[src/pkg/dpc_pkg.sv]
// package: timing constants and request types for the dual-port ram host
// What this block does
// - keep select or r/w high on address change
// - write recovery counted from first rising control
// - stretch pulse to float plus setup when oe low
// - wait busy access time before r/w falls
// - never drive data while ram outputs active, except in write recovery with oe low
// - busy input asserted by start of write
// - hold write after busy releases
package dpc_pkg;
  localparam int CLK_MHZ       = 200;
  localparam int T_AS_NS       = 0;   // address setup
  localparam int T_WP_NS       = 15;  // write pulse width
  localparam int T_WZ_NS       = 10;  // write enable to output float
  localparam int T_DW_NS       = 10;  // data valid to end of write
  localparam int T_WR_NS       = 0;   // write recovery
  localparam int T_DH_NS       = 0;   // data hold
  localparam int T_BAA_NS      = 20;  // busy access from address
  localparam int T_WH_NS       = 12;  // write hold after busy
  localparam int T_AA_NS       = 20;  // read access
  localparam int T_BDD_NS      = 25;  // busy disable to valid data
  localparam int T_HZ_NS       = 10;  // output float after read
  localparam int ADDR_W        = 11;
  localparam int DATA_W        = 8;

  // least time rounded up to whole cycles, at least one
  function automatic int cyc(input int ns);
    int c;
    c = (ns * CLK_MHZ + 999) / 1000;
    return (c < 1) ? 1 : c;
  endfunction

  localparam int C_AS  = cyc(T_AS_NS);
  localparam int C_WP  = cyc(T_WP_NS);
  localparam int C_WZD = cyc(T_WZ_NS + T_DW_NS);
  localparam int C_DW  = cyc(T_DW_NS);
  localparam int C_WR  = cyc(T_WR_NS + T_DH_NS);
  localparam int C_BAA = cyc(T_BAA_NS);
  localparam int C_WH  = cyc(T_WH_NS);
  localparam int C_RD  = cyc(T_AA_NS);
  localparam int C_BDD = cyc(T_BDD_NS);
  localparam int C_HZ  = cyc(T_HZ_NS);
  localparam int CNT_W = 6;

  typedef struct packed {
    logic              wr;    // 1 write, 0 read
    logic [ADDR_W-1:0] addr;
    logic [DATA_W-1:0] data;
  } dpc_req_t;

  typedef struct packed {
    logic              done;     // one-cycle pulse
    logic              blocked;  // access saw busy; a write may be lost
    logic [DATA_W-1:0] rdata;
  } dpc_rsp_t;

  typedef struct packed {
    logic              sel_n;
    logic              rw_n;
    logic              oe_n;
    logic [ADDR_W-1:0] addr;
  } dpc_pins_t;
endpackage

[src/logic/dpc_host.sv]
// one port master for the asynchronous dual-port ram
`timescale 1ns/1ps
module dpc_host #(
  parameter int OE_LOW_WRITE = 0   // keep output enable low in writes
) (
  input  wire logic              clk_sys,  // 200 MHz clock
  input  wire logic              srst,     // sync reset, high
  input  wire logic              req_valid, // request strobe
  input  wire dpc_pkg::dpc_req_t req,      // request payload
  output logic                   req_ready, // idle, can take request
  output dpc_pkg::dpc_rsp_t      rsp,      // answer
  output dpc_pkg::dpc_pins_t     pins,     // ram control pins
  output logic [dpc_pkg::DATA_W-1:0] dq_o, // data to ram
  output logic                   dq_oe,    // high while driving data
  input  wire logic [dpc_pkg::DATA_W-1:0] dq_i, // data from ram
  input  wire logic              busy_n_pin // busy from ram, low active
);
  typedef enum {
    S_IDLE, S_ADDR, S_BUSYW, S_WPULSE, S_WHOLD, S_RECOV,
    S_READ, S_RBDD, S_RFLOAT
  } dpc_state_t;

  dpc_state_t                   st, next_st;
  logic [dpc_pkg::CNT_W-1:0]    cnt, next_cnt;
  dpc_pkg::dpc_req_t            cur, next_cur;
  dpc_pkg::dpc_rsp_t            next_rsp;
  dpc_pkg::dpc_pins_t           next_pins;
  logic [dpc_pkg::DATA_W-1:0]   next_dq_o;
  logic                         next_dq_oe, next_ready;
  logic                         busy_s1, busy_s2, blk, next_blk;

  // cycle count as counter width
  function automatic logic [dpc_pkg::CNT_W-1:0] cw(input int c);
    return dpc_pkg::CNT_W'(c);
  endfunction

  // busy pin resynchronised
  always_ff @(posedge clk_sys) begin
    if (srst) begin
      busy_s1 <= 1'b1;
      busy_s2 <= 1'b1;
    end else begin
      busy_s1 <= busy_n_pin;
      busy_s2 <= busy_s1;
    end
  end

  // sequencer next state
  always_comb begin
    next_st   = st;
    next_cnt  = (cnt != '0) ? cnt - 1'b1 : cnt;
    next_cur  = cur;
    next_pins = pins;
    next_dq_o = dq_o;
    next_dq_oe = dq_oe;
    next_ready = 1'b0;
    next_blk  = blk;
    next_rsp  = '0;
    next_rsp.rdata = rsp.rdata;
    case (st)
      S_IDLE: begin
        next_ready = 1'b1;
        if (req_valid && req_ready) begin
          next_cur  = req;
          next_blk  = 1'b0;
          next_ready = 1'b0;
          // address moves only with r/w high; select falls on the same edge
          next_pins.addr  = req.addr;
          next_pins.sel_n = 1'b0;
          next_pins.oe_n  = req.wr ? (OE_LOW_WRITE == 0) : 1'b0;
          next_cnt = cw(dpc_pkg::C_AS);
          next_st  = req.wr ? S_ADDR : S_READ;
          if (!req.wr)
            next_cnt = cw(dpc_pkg::C_RD);
        end
      end
      S_ADDR: begin
        if (cnt == '0) begin
          next_cnt = cw(dpc_pkg::C_BAA);
          next_st  = S_BUSYW;
        end
      end
      S_BUSYW: begin
        // r/w falls only after busy access time has passed
        if (cnt == '0) begin
          next_pins.rw_n = 1'b0;
          next_cnt = cw(OE_LOW_WRITE != 0 ?
                        dpc_pkg::C_WZD : dpc_pkg::C_WP);
          next_st  = S_WPULSE;
          if (!busy_s2)
            next_blk = 1'b1;
        end
      end
      S_WPULSE: begin
        // data driven only once ram outputs have floated
        if (OE_LOW_WRITE == 0 || cnt <= cw(dpc_pkg::C_DW)) begin
          next_dq_o  = cur.data;
          next_dq_oe = 1'b1;
        end
        if (!busy_s2) begin
          next_blk = 1'b1;
          next_cnt = cw(dpc_pkg::C_WH);
        end else if (cnt == '0 || (blk && cnt == '0)) begin
          next_pins.rw_n = 1'b1;
          next_cnt = cw(dpc_pkg::C_WR);
          next_st  = S_RECOV;
        end
      end
      S_RECOV: begin
        if (cnt == '0) begin
          next_pins.sel_n = 1'b1;
          next_pins.oe_n  = 1'b1;
          next_dq_oe = 1'b0;
          next_rsp.done = 1'b1;
          next_rsp.blocked = blk;
          next_st = S_IDLE;
        end
      end
      S_READ: begin
        if (cnt == '0) begin
          if (!busy_s2)
            next_blk = 1'b1;
          // busy seen only now still needs the full busy-to-data wait
          next_cnt = (blk || !busy_s2) ? cw(dpc_pkg::C_BDD) : '0;
          next_st  = S_RBDD;
        end
      end
      S_RBDD: begin
        if (!busy_s2) begin
          next_blk = 1'b1;
          next_cnt = cw(dpc_pkg::C_BDD);
        end else if (cnt == '0) begin
          next_rsp.rdata = dq_i;
          next_pins.oe_n  = 1'b1;
          next_pins.sel_n = 1'b1;
          next_cnt = cw(dpc_pkg::C_HZ);
          next_st  = S_RFLOAT;
        end
      end
      S_RFLOAT: begin
        if (cnt == '0) begin
          next_rsp.done = 1'b1;
          next_rsp.blocked = blk;
          next_st = S_IDLE;
        end
      end
      default: next_st = S_IDLE;
    endcase
  end

  // sequencer registers
  always_ff @(posedge clk_sys) begin
    if (srst) begin
      st    <= S_IDLE;
      cnt   <= '0;
      cur   <= '0;
      pins  <= '{sel_n: 1'b1, rw_n: 1'b1, oe_n: 1'b1, addr: '0};
      dq_o  <= '0;
      dq_oe <= 1'b0;
      req_ready <= 1'b0;
      blk   <= 1'b0;
      rsp   <= '0;
    end else begin
      st    <= next_st;
      cnt   <= next_cnt;
      cur   <= next_cur;
      pins  <= next_pins;
      dq_o  <= next_dq_o;
      dq_oe <= next_dq_oe;
      req_ready <= next_ready;
      blk   <= next_blk;
      rsp   <= next_rsp;
    end
  end
endmodule // dpc_host

[config.mk]
export PLATFORM = sky130hd
export DESIGN_NAME = dpc_host
export DESIGN_NICKNAME = d
export VERILOG_FILES = /design/src/pkg/dpc_pkg.sv /design/src/logic/dpc_host.sv
export SDC_FILE = /design/constraint.sdc
export NUM_CORES = 1
export LEC_CHECK = 0
export BUFFER_PORTS_ARGS = -buffer_cell sky130_fd_sc_hd__buf_2
export CAP_MARGIN = 20
export CORE_UTILIZATION = 41
export CTS_BUF_LIST = sky130_fd_sc_hd__clkbuf_4 sky130_fd_sc_hd__clkbuf_8 sky130_fd_sc_hd__clkbuf_16
export DETAILED_ROUTE_END_ITERATION = 8
export SYNTH_ARGS = -nofsm -noshare
export SYNTH_HDL_FRONTEND = slang
export SYNTH_SLANG_ARGS = --single-unit
[constraint.sdc]
create_clock -name clk_sys -period 2 [get_ports clk_sys]
set_input_delay 0.4 -clock clk_sys [delete_from_list [all_inputs] [get_ports clk_sys]]
set_output_delay 0.4 -clock clk_sys [all_outputs]
set_load 0.03 [all_outputs]
==> report_table.html, run 1 <==
<table>
<tr><th>Metric</th><th>Value</th></tr>
<tr><th colspan="2">Outcome</th></tr>
<tr><td>Outcome</td><td>completed</td></tr>
<tr><th colspan="2">STA</th></tr>
<tr><td>Total negative slack</td><td>0 ps</td></tr>
<tr><td>Final Slew Violations</td><td>0</td></tr>
<tr><td>Achievable frequency</td><td>538 MHz</td></tr>
<tr><td>Worst Skew</td><td>3.73 ps</td></tr>
<tr><td>Unrepaired setup endpoints after global routing</td><td>no</td></tr>
<tr><td>Final cycle utilization of the critical path</td><td>93.0%</td></tr>
<tr><td>Final period demand of the worst path</td><td>1860 ps</td></tr>
<tr><td>Slew of the pin with the lowest slew margin</td><td>587 ps</td></tr>
<tr><td>Rel. slew slack</td><td>60.8%</td></tr>
<tr><td>Number of hold violations in the final report</td><td>0</td></tr>
<tr><td>Worst Hold Slack</td><td>264 ps</td></tr>
<tr><td>Setup-failing EPs final</td><td>0</td></tr>
<tr><th colspan="2">Power and ir drop</th></tr>
<tr><td>Maximum VDD drop</td><td>0.535 mV</td></tr>
<tr><td>Total power of the final layout</td><td>3.69 mW</td></tr>
<tr><td>Cell leakage power</td><td>1.29 nW</td></tr>
<tr><td>Total power per unit cell area</td><td>1190 nW/um^2</td></tr>
<tr><th colspan="2">Min path</th></tr>
<tr><td>Hold path start</td><td>busy_n_pin</td></tr>
<tr><td>Hold Crit Endpoint</td><td>busy_s1</td></tr>
<tr><td>Number of cells on the worst hold path</td><td>2</td></tr>
<tr><td>Type of the worst min-delay path</td><td>in2reg</td></tr>
<tr><th colspan="2">Yosys</th></tr>
<tr><td>Main area contributors after synthesis</td><td>dfxtp_1, nand2_1, a21oi_1</td></tr>
<tr><td>Synth Flop Type</td><td>dfxtp_1</td></tr>
<tr><td>Yosys warnings</td><td>0</td></tr>
<tr><td>Distinct cell type count after synthesis</td><td>49</td></tr>
<tr><td>Leading post-synthesis cells by instance count</td><td>nand2_1, dfxtp_1, a21oi_1</td></tr>
<tr><td>Total standard cell area after synthesis</td><td>2480 um^2</td></tr>
<tr><td>Count of flip-flops with a built-in enable after synthesis</td><td>0</td></tr>
<tr><td>Syn avg cell area</td><td>8.29 um^2</td></tr>
<tr><td>Post-synth top area cell</td><td>dfxtp_1</td></tr>
<tr><td>Most used standard cell by instance count after synthesis</td><td>nand2_1</td></tr>
<tr><td>Nets in the synthesized netlist</td><td>334</td></tr>
<tr><td>Cell count after synthesis</td><td>299</td></tr>
<tr><td>Post-synth top area share</td><td>44.4%</td></tr>
<tr><td>Sequential element share of the synthesized area</td><td>44.4%</td></tr>
<tr><td>Number of register bits inferred by synthesis</td><td>55</td></tr>
<tr><td>Async S/R FF share, synth</td><td>0%</td></tr>
<tr><th colspan="2">Floorplan</th></tr>
<tr><td>Horizontal extent of the die</td><td>79.8 um</td></tr>
<tr><td>Standard-cell row count</td><td>27</td></tr>
<tr><td>Floorplan die height</td><td>79.8 um</td></tr>
<tr><td>Core footprint</td><td>5680 um^2</td></tr>
<tr><td>Initial Util</td><td>43.7%</td></tr>
<tr><td>IO Count</td><td>66</td></tr>
<tr><td>Die Footprint</td><td>6360 um^2</td></tr>
<tr><th colspan="2">Critical path</th></tr>
<tr><td>Capture instance of the worst register-to-register path</td><td>cnt[0]</td></tr>
<tr><td>Critical path data required time</td><td>2190 ps</td></tr>
<tr><td>Worst-path maximum fanout</td><td>8</td></tr>
<tr><td>Reg2Reg Setup Slack</td><td>140 ps</td></tr>
<tr><td>Startpoint type of the worst setup path</td><td>flip-flop</td></tr>
<tr><td>Crit path arrival time</td><td>2050 ps</td></tr>
<tr><td>Depth of the worst register-to-register path</td><td>8</td></tr>
<tr><td>Critical R2R Launch</td><td>cnt[5]</td></tr>
<tr><td>Worst setup path category</td><td>reg2reg</td></tr>
<tr><td>Nature of the critical path endpoint</td><td>flip-flop</td></tr>
<tr><th colspan="2">Global route</th></tr>
<tr><td>Pin count of the biggest net entering global routing</td><td>31</td></tr>
<tr><td>Global-route congestion overflow total</td><td>0</td></tr>
<tr><td>Antenna violations before repair</td><td>0</td></tr>
<tr><td>Vias in the first global route</td><td>1,989</td></tr>
<tr><td>Global-route total usage across every layer</td><td>20.0%</td></tr>
<tr><td>Wire length of the first global-routing pass</td><td>9.80 mm</td></tr>
<tr><th colspan="2">Clock tree</th></tr>
<tr><td>Maximum level of the CTS H-tree</td><td>2</td></tr>
<tr><td>Maximum clock path buffer count</td><td>2</td></tr>
<tr><td>Clock-pin slew on the worst setup and hold paths</td><td>100 ps</td></tr>
<tr><td>Cell at the root of the clock tree</td><td>clkbuf_8</td></tr>
<tr><td>Number of buffers added by the clock tree synthesis step</td><td>5</td></tr>
<tr><td>Clock latency at the later pin of the worst-skew pair</td><td>310 ps</td></tr>
<tr><td>Clock tree from TritonCTS</td><td>done</td></tr>
<tr><td>Hold-fix buffers at CTS</td><td>0</td></tr>
<tr><td>Clock tree sinks</td><td>55</td></tr>
<tr><th colspan="2">Drt</th></tr>
<tr><td>Via count</td><td>2,307</td></tr>
<tr><td>Total detailed-routing wirelength</td><td>6.27 mm</td></tr>
<tr><td>Starting DRC count in detailed routing</td><td>181</td></tr>
<tr><td>Post-detailed-route DRC marker count</td><td>0</td></tr>
<tr><td>Number of detailed-routing iterations run before antenna repair</td><td>4</td></tr>
<tr><td>Average wire per standard cell</td><td>14.0 um</td></tr>
<tr><td>Number of routed nets with antenna violations</td><td>0</td></tr>
<tr><td>Vias per Instance</td><td>5.15</td></tr>
<tr><th colspan="2">Layout</th></tr>
<tr><td>Post-synthesis to final-layout area growth</td><td>25.2%</td></tr>
<tr><td>FILL cells</td><td>570</td></tr>
<tr><td># nets final</td><td>410</td></tr>
<tr><td>Storage element area</td><td>1100 um^2</td></tr>
<tr><td>Fraction of final layout cells sized beyond drive strength 1</td><td>29.3%</td></tr>
<tr><td>Multi-input logic area</td><td>1280 um^2</td></tr>
<tr><td>Number of inserted diodes</td><td>0</td></tr>
<tr><td>Final non-filler cell area</td><td>3110 um^2</td></tr>
<tr><td>Post-route core utilization</td><td>54.7%</td></tr>
<tr><th colspan="2">Place</th></tr>
<tr><td>Gp weighted congestion</td><td>0.906</td></tr>
<tr><td>DPL Wire Length</td><td>4.37 mm</td></tr>
<tr><td>Total placed instance area</td><td>2980 um^2</td></tr>
<tr><td>Buffers on Ports</td><td>65</td></tr>
<tr><th colspan="2">Run</th></tr>
<tr><td>Number of maximum-capacitance constraint violations</td><td>0</td></tr>
</table>
cells in the final DEF (no fill, tap or decap), types with 3 or more instances in the layout:
| cell | Yosys | routed |
|---|---|---|
| nor2_1 | 20 | 20 |
| or3_1 | 4 | 3 |
| nand3_1 | 3 | 3 |
| and2_1 | 6 | 6 |
| nor4_1 | 3 | 3 |
| nor3_1 | 5 | 5 |
| clkbuf_8 | 0 | 6 |
| a21oi_1 | 35 | 35 |
| buf_2 | 4 | 65 |
| dfxtp_1 | 55 | 55 |
| nand2b_1 | 8 | 7 |
| inv_1 | 5 | 5 |
| buf_4 | 0 | 22 |
| mux2i_1 | 10 | 10 |
| nand2_1 | 66 | 66 |
| ha_1 | 3 | 3 |
| a21o_1 | 3 | 3 |
| o21ai_0 | 7 | 7 |
| or2_2 | 3 | 3 |
| a221oi_1 | 3 | 3 |
| nor2b_1 | 6 | 6 |
how the worst max path moves through the flow:
stage | endpoint | slack (ps) | startpoint | cells past startpoint
after floorplan | st[3] | 170 | cnt[0] | 6
after global placement | cnt[0] | 110 | cnt[0] | 10
after detailed placement | cnt[0] | -20 | cnt[0] | 10
after CTS | cnt[0] | 10 | cnt[5] | 8
after global routing | cnt[0] | 40 | cnt[0] | 10
final | cnt[0] | 140 | cnt[5] | 8
registers in the layout (all words and copies together) (netlist names), 4 cells and up:
register,flops
cur,8
rsp,10
pins,14
dq_o,8
st,4
cnt,6
cell type report:
cell class              count  share of cell area (%)
clock buffers               6                    2.66
clock inverters             2                   0.443
inverters                   6                   0.806
multi-input cells         219                    41.3
flip-flops and latches     55                    35.5
well taps                  72                    2.90
repair buffers             88                    16.4
report_power, final:
group / leakage (nW) / switching, mW / internal [mW] / total (mW)
registers: 0.447 / 0.145 / 1.24 / 1.38
logic: 0.793 / 0.945 / 0.704 / 1.65
clock network: 0.0516 / 0.375 / 0.284 / 0.659
total: 1.29 / 1.46 / 2.23 / 3.69
worst max-delay path, cell delays in order, from the launching register on:
cell     delay, ps
dfxtp_1        350
or3_4          430
nor2_8         180
inv_4           70
ha_1           200
nor2b_1        110
o22ai_1         90
a22oi_2        190
a41oi_2        110
routing by layer:
layer	global-route usage [%]	vias to the layer above	part of all wire (%)
met4	6.79	0	1.7
met2	30.6	80	45
met3	4.11	12	6.7
met5	0	-	0
li1	-	1173	-
met1	27.9	1042	46
cells by family after synthesis:
| kind of cell | Yosys count | synth area share, % |
|---|---|---|
| compound gates | 67 | 17.4 |
| flops | 55 | 44.4 |
| xor+xnor | 3 | 1.06 |
| buf+inv | 25 | 4.39 |
| simple gates | 135 | 26.7 |
| mux | 11 | 4.49 |
| fa+ha+maj | 3 | 1.51 |
metrics by stage:
| stage | worst slack (ps) | cells |
|---|---|---|
| 6_report | 141 | 448 |
| 4_1_cts | 13.3 | 446 |
| 5_1_grt | 42.8 | 448 |
| 3_3_place_gp | 106 | 438 |
| 2_1_floorplan | 168 | 299 |
| 3_5_place_dp | -17.1 | 438 |
timing repair:
item | CTS | global route
pin swaps | 0 | 2
setup endpoints to repair | 1 | 1
buffers inserted | 0 | 2
gates resized for setup | 1 | 2
Power figures use the tool's default switching activity.
==> run 2, diff against run 1 <==
CORE_ASPECT_RATIO = 1.75   (was unset)
==> run 2 against run 1 <==
Net effect: cell count up 1.8%; clock power up 16%; design area up 1.5%.
==> report_table.html, run 2 (same netlist as run 1, synthesis figures left out) <==
<table>
<tr><th>Metric</th><th>Value</th></tr>
<tr><th colspan="2">Drt</th></tr>
<tr><td>Post-detailed-route DRC marker count</td><td>0 (unchanged)</td></tr>
<tr><td>Met3 wirelength from detailed routing</td><td>240 um (was 420 um)</td></tr>
<tr><td>Met2 Wirelength</td><td>3.30 mm (was 2.84 mm)</td></tr>
<tr><td>Met1 Wirelength</td><td>2.51 mm (was 2.90 mm)</td></tr>
<tr><td>Via count</td><td>2,350 (was 2,307)</td></tr>
<tr><td>Starting DRC count in detailed routing</td><td>101 (was 181)</td></tr>
<tr><td>Number of routed nets with antenna violations</td><td>0 (unchanged)</td></tr>
<tr><td>Total detailed-routing wirelength</td><td>6.24 mm (was 6.27 mm)</td></tr>
<tr><td>Average wire per standard cell</td><td>13.7 um (was 14.0 um)</td></tr>
<tr><td>Number of detailed-routing iterations run before antenna repair</td><td>4 (unchanged)</td></tr>
<tr><td>Vias per Instance</td><td>5.15 (about the same)</td></tr>
<tr><td>Top routing layer used</td><td>met4 (unchanged)</td></tr>
<tr><th colspan="2">Global route</th></tr>
<tr><td>Vias in the first global route</td><td>2,255 (was 1,989)</td></tr>
<tr><td>Global-route total usage across every layer</td><td>21.4% (was 20.0%)</td></tr>
<tr><td>Antenna violations before repair</td><td>0 (unchanged)</td></tr>
<tr><td>Pin count of the biggest net entering global routing</td><td>27 (was 31)</td></tr>
<tr><td>Global-route congestion overflow total</td><td>0 (unchanged)</td></tr>
<tr><td>Wire length of the first global-routing pass</td><td>10.4 mm (was 9.80 mm)</td></tr>
<tr><th colspan="2">Power and ir drop</th></tr>
<tr><td>Switching share of power</td><td>38.6% (was 39.7%)</td></tr>
<tr><td>Flop pwr share</td><td>35.6% (was 37.5%)</td></tr>
<tr><td>Maximum VDD drop</td><td>0.626 mV (was 0.535 mV)</td></tr>
<tr><td>Power share of the clock group</td><td>19.8% (was 17.8%)</td></tr>
<tr><td>Cell leakage power</td><td>1.31 nW (was 1.29 nW)</td></tr>
<tr><td>Total power per unit cell area</td><td>1230 nW/um^2 (was 1190 nW/um^2)</td></tr>
<tr><td>Internal power of the cells</td><td>2.37 mW (was 2.23 mW)</td></tr>
<tr><td>Sw Pwr</td><td>1.49 mW (was 1.46 mW)</td></tr>
<tr><td>Total power of the final layout</td><td>3.86 mW (was 3.69 mW)</td></tr>
<tr><td>Comb pwr share</td><td>44.6% (was 44.7%)</td></tr>
<tr><th colspan="2">Place</th></tr>
<tr><td>DPL Wire Length</td><td>4.63 mm (was 4.37 mm)</td></tr>
<tr><td>Gp weighted congestion</td><td>0.932 (was 0.906)</td></tr>
<tr><td>Buffers on Ports</td><td>65 (unchanged)</td></tr>
<tr><th colspan="2">Min path</th></tr>
<tr><td>Number of cells on the worst hold path</td><td>2 (unchanged)</td></tr>
<tr><td>Type of the worst min-delay path</td><td>in2reg (unchanged)</td></tr>
<tr><td>Hold path start</td><td>busy_n_pin (unchanged)</td></tr>
<tr><td>Hold Crit Endpoint</td><td>busy_s1 (unchanged)</td></tr>
<tr><th colspan="2">Clock tree</th></tr>
<tr><td>Clock latency at the later pin of the worst-skew pair</td><td>310 ps (about the same)</td></tr>
<tr><td>Clock-pin slew on the worst setup and hold paths</td><td>100 ps (about the same)</td></tr>
<tr><td>Hold-fix buffers at CTS</td><td>0 (unchanged)</td></tr>
<tr><td>Clock tree from TritonCTS</td><td>done (unchanged)</td></tr>
<tr><td>Cell at the root of the clock tree</td><td>clkbuf_8 (unchanged)</td></tr>
<tr><td>Maximum clock path buffer count</td><td>2 (unchanged)</td></tr>
<tr><td>Number of buffers added by the clock tree synthesis step</td><td>5 (unchanged)</td></tr>
<tr><td>Maximum level of the CTS H-tree</td><td>2 (unchanged)</td></tr>
<tr><td>Clock tree sinks</td><td>55 (unchanged)</td></tr>
<tr><th colspan="2">Layout</th></tr>
<tr><td>Leading cell type in the layout, fill and taps excluded</td><td>nand2_1 (unchanged)</td></tr>
<tr><td>Most flop-heavy register</td><td>pins (unchanged)</td></tr>
<tr><td>Post-synthesis to final-layout area growth</td><td>27.0% (was 25.2%)</td></tr>
<tr><td>Max FFs per register</td><td>14 (unchanged)</td></tr>
<tr><td>Number of inserted diodes</td><td>0 (unchanged)</td></tr>
<tr><td>Registers with the highest flip-flop counts</td><td>pins x14, rsp x10 (unchanged)</td></tr>
<tr><td># nets final</td><td>412 (was 410)</td></tr>
<tr><td>Fraction of final layout cells sized beyond drive strength 1</td><td>29.9% (was 29.3%)</td></tr>
<tr><td>Top library cells by usage in the layout, fill and taps aside</td><td>nand2_1, buf_2, dfxtp_1 (unchanged)</td></tr>
<tr><th colspan="2">STA</th></tr>
<tr><td>Final Slew Violations</td><td>0 (unchanged)</td></tr>
<tr><td>Achievable frequency</td><td>524 MHz (was 538 MHz)</td></tr>
<tr><td>Number of hold violations in the final report</td><td>0 (unchanged)</td></tr>
<tr><td>Final period demand of the worst path</td><td>1910 ps (was 1860 ps)</td></tr>
<tr><td>Worst Hold Slack</td><td>274 ps (was 264 ps)</td></tr>
<tr><td>Setup-failing EPs final</td><td>0 (unchanged)</td></tr>
<tr><td>Final cycle utilization of the critical path</td><td>95.4% (was 93.0%)</td></tr>
<tr><td>Slew of the pin with the lowest slew margin</td><td>522 ps (was 587 ps)</td></tr>
<tr><td>Worst Skew</td><td>6.05 ps (was 3.73 ps)</td></tr>
<tr><td>Unrepaired setup endpoints after global routing</td><td>no (unchanged)</td></tr>
<tr><td>Rel. slew slack</td><td>65.2% (was 60.8%)</td></tr>
<tr><th colspan="2">Outcome</th></tr>
<tr><td>Outcome</td><td>completed (unchanged)</td></tr>
<tr><th colspan="2">Floorplan</th></tr>
<tr><td>Horizontal extent of the die</td><td>60.8 um (was 79.8 um)</td></tr>
<tr><td>Standard-cell row count</td><td>37 (was 27)</td></tr>
<tr><td>Floorplan die height</td><td>105 um (was 79.8 um)</td></tr>
<tr><td>Die Footprint</td><td>6380 um^2 (was 6360 um^2)</td></tr>
<tr><td>IO Count</td><td>66 (unchanged)</td></tr>
<tr><td>Initial Util</td><td>42.5% (was 43.7%)</td></tr>
<tr><td>Core footprint</td><td>5830 um^2 (was 5680 um^2)</td></tr>
<tr><th colspan="2">Critical path</th></tr>
<tr><td>Launching element of the worst setup path</td><td>cnt[3] (was cnt[5])</td></tr>
<tr><td>Largest delay share family, worst path</td><td>simple AND/OR/NAND/NOR gates (unchanged)</td></tr>
<tr><td>List of cells traversed by the critical path</td><td>or3_4 &gt; nor2_8 &gt; inv_4 &gt; ha_1 &gt; nor2b_1 &gt; o22ai_1 &gt; a22oi_1 &gt; a41oi_2 (was or3_4 &gt; nor2_8 &gt; inv_4 &gt; ha_1 &gt; nor2b_1 &gt; o22ai_1 &gt; a22oi_2 &gt; a41oi_2)</td></tr>
<tr><td>Count of buffer and inverter cells on the critical path</td><td>1 (unchanged)</td></tr>
<tr><td>Critical path data required time</td><td>2180 ps (was 2190 ps)</td></tr>
<tr><td>Max stage delay cell, worst path</td><td>or3_4 (unchanged)</td></tr>
<tr><td>Crit path arrival time</td><td>2090 ps (was 2050 ps)</td></tr>
<tr><td>Nature of the critical path endpoint</td><td>flip-flop (unchanged)</td></tr>
<tr><td>Worst-path maximum fanout</td><td>8 (unchanged)</td></tr>
<tr><td>CP max stage delay</td><td>410 ps (was 430 ps)</td></tr>
<tr><td>Reg2Reg Setup Slack</td><td>90 ps (was 140 ps)</td></tr>
<tr><td>Capture instance of the worst register-to-register path</td><td>cnt[0] (unchanged)</td></tr>
<tr><td>Depth of the worst register-to-register path</td><td>8 (unchanged)</td></tr>
<tr><td>Critical R2R Launch</td><td>cnt[3] (was cnt[5])</td></tr>
<tr><td>Startpoint type of the worst setup path</td><td>flip-flop (unchanged)</td></tr>
<tr><td>Worst setup path category</td><td>reg2reg (unchanged)</td></tr>
<tr><th colspan="2">Run</th></tr>
<tr><td>Number of maximum-capacitance constraint violations</td><td>0 (unchanged)</td></tr>
</table>
-- run 2: final cells by class --
cell class,instances,area (um^2)
clock buffers,6,76.3
clock inverters,2,38.8
fillers,601,2680
inverters,6,25.0
multi-input cells,219,1280
flip-flops and latches,55,1100
well taps,78,97.6
repair buffers,90,526
-- run 2: power groups by stage --
stage	clock, mW	combinational (mW)	sequential [mW]
2_1_floorplan	0	1.05	1.46
3_3_place_gp	0	1.57	1.39
3_5_place_dp	0	1.59	1.39
4_1_cts	0.786	1.61	1.37
5_1_grt	0.829	1.88	1.40
6_report	0.766	1.72	1.37
-- run 2: worst max path at each step --
stage / end / slack, ps / cells past startpoint
floorplan: st[3] / 170 / 6
global placement: cnt[0] / 70 / 10
detailed placement: cnt[0] / -50 / 10
CTS: cnt[0] / 9 / 10
global route: cnt[0] / 20 / 10
finish: cnt[0] / 90 / 8
-- run 2: timing repair --
item                       4_1_cts  5_1_grt
setup endpoints to repair        1        1
buffers inserted                 0        3
pin swaps                        0        1
gates resized for setup          1        4
-- run 2: metal layers --
layer	vias to the layer above	GRT usage, %
li1	1177	-
met1	1087	26.0
met2	68	35.6
met3	18	2.48
met4	0	11.0
met5	-	0
-- run 2: per-stage QoR --
step                instances  worst slack, ps  setup TNS, ps  instance area [um^2]  util [%]
floorplan                 299              168              0                  2480         -
global placement          445             71.5              0                  3000      51.4
detailed placement        445            -48.0          -48.0                  3000      51.4
CTS                       453             8.61              0                  3110      53.4
global route              456             17.9              0                  3150      54.0
finish                    456             91.0              0                  3150      54.0
-- run 2: worst register-to-register path, cell delays in order (launching register included) --
cell,delay (ps)
dfxtp_2,360
or3_4,410
nor2_8,180
inv_4,80
ha_1,200
nor2b_1,140
o22ai_1,100
a22oi_1,220
a41oi_2,110
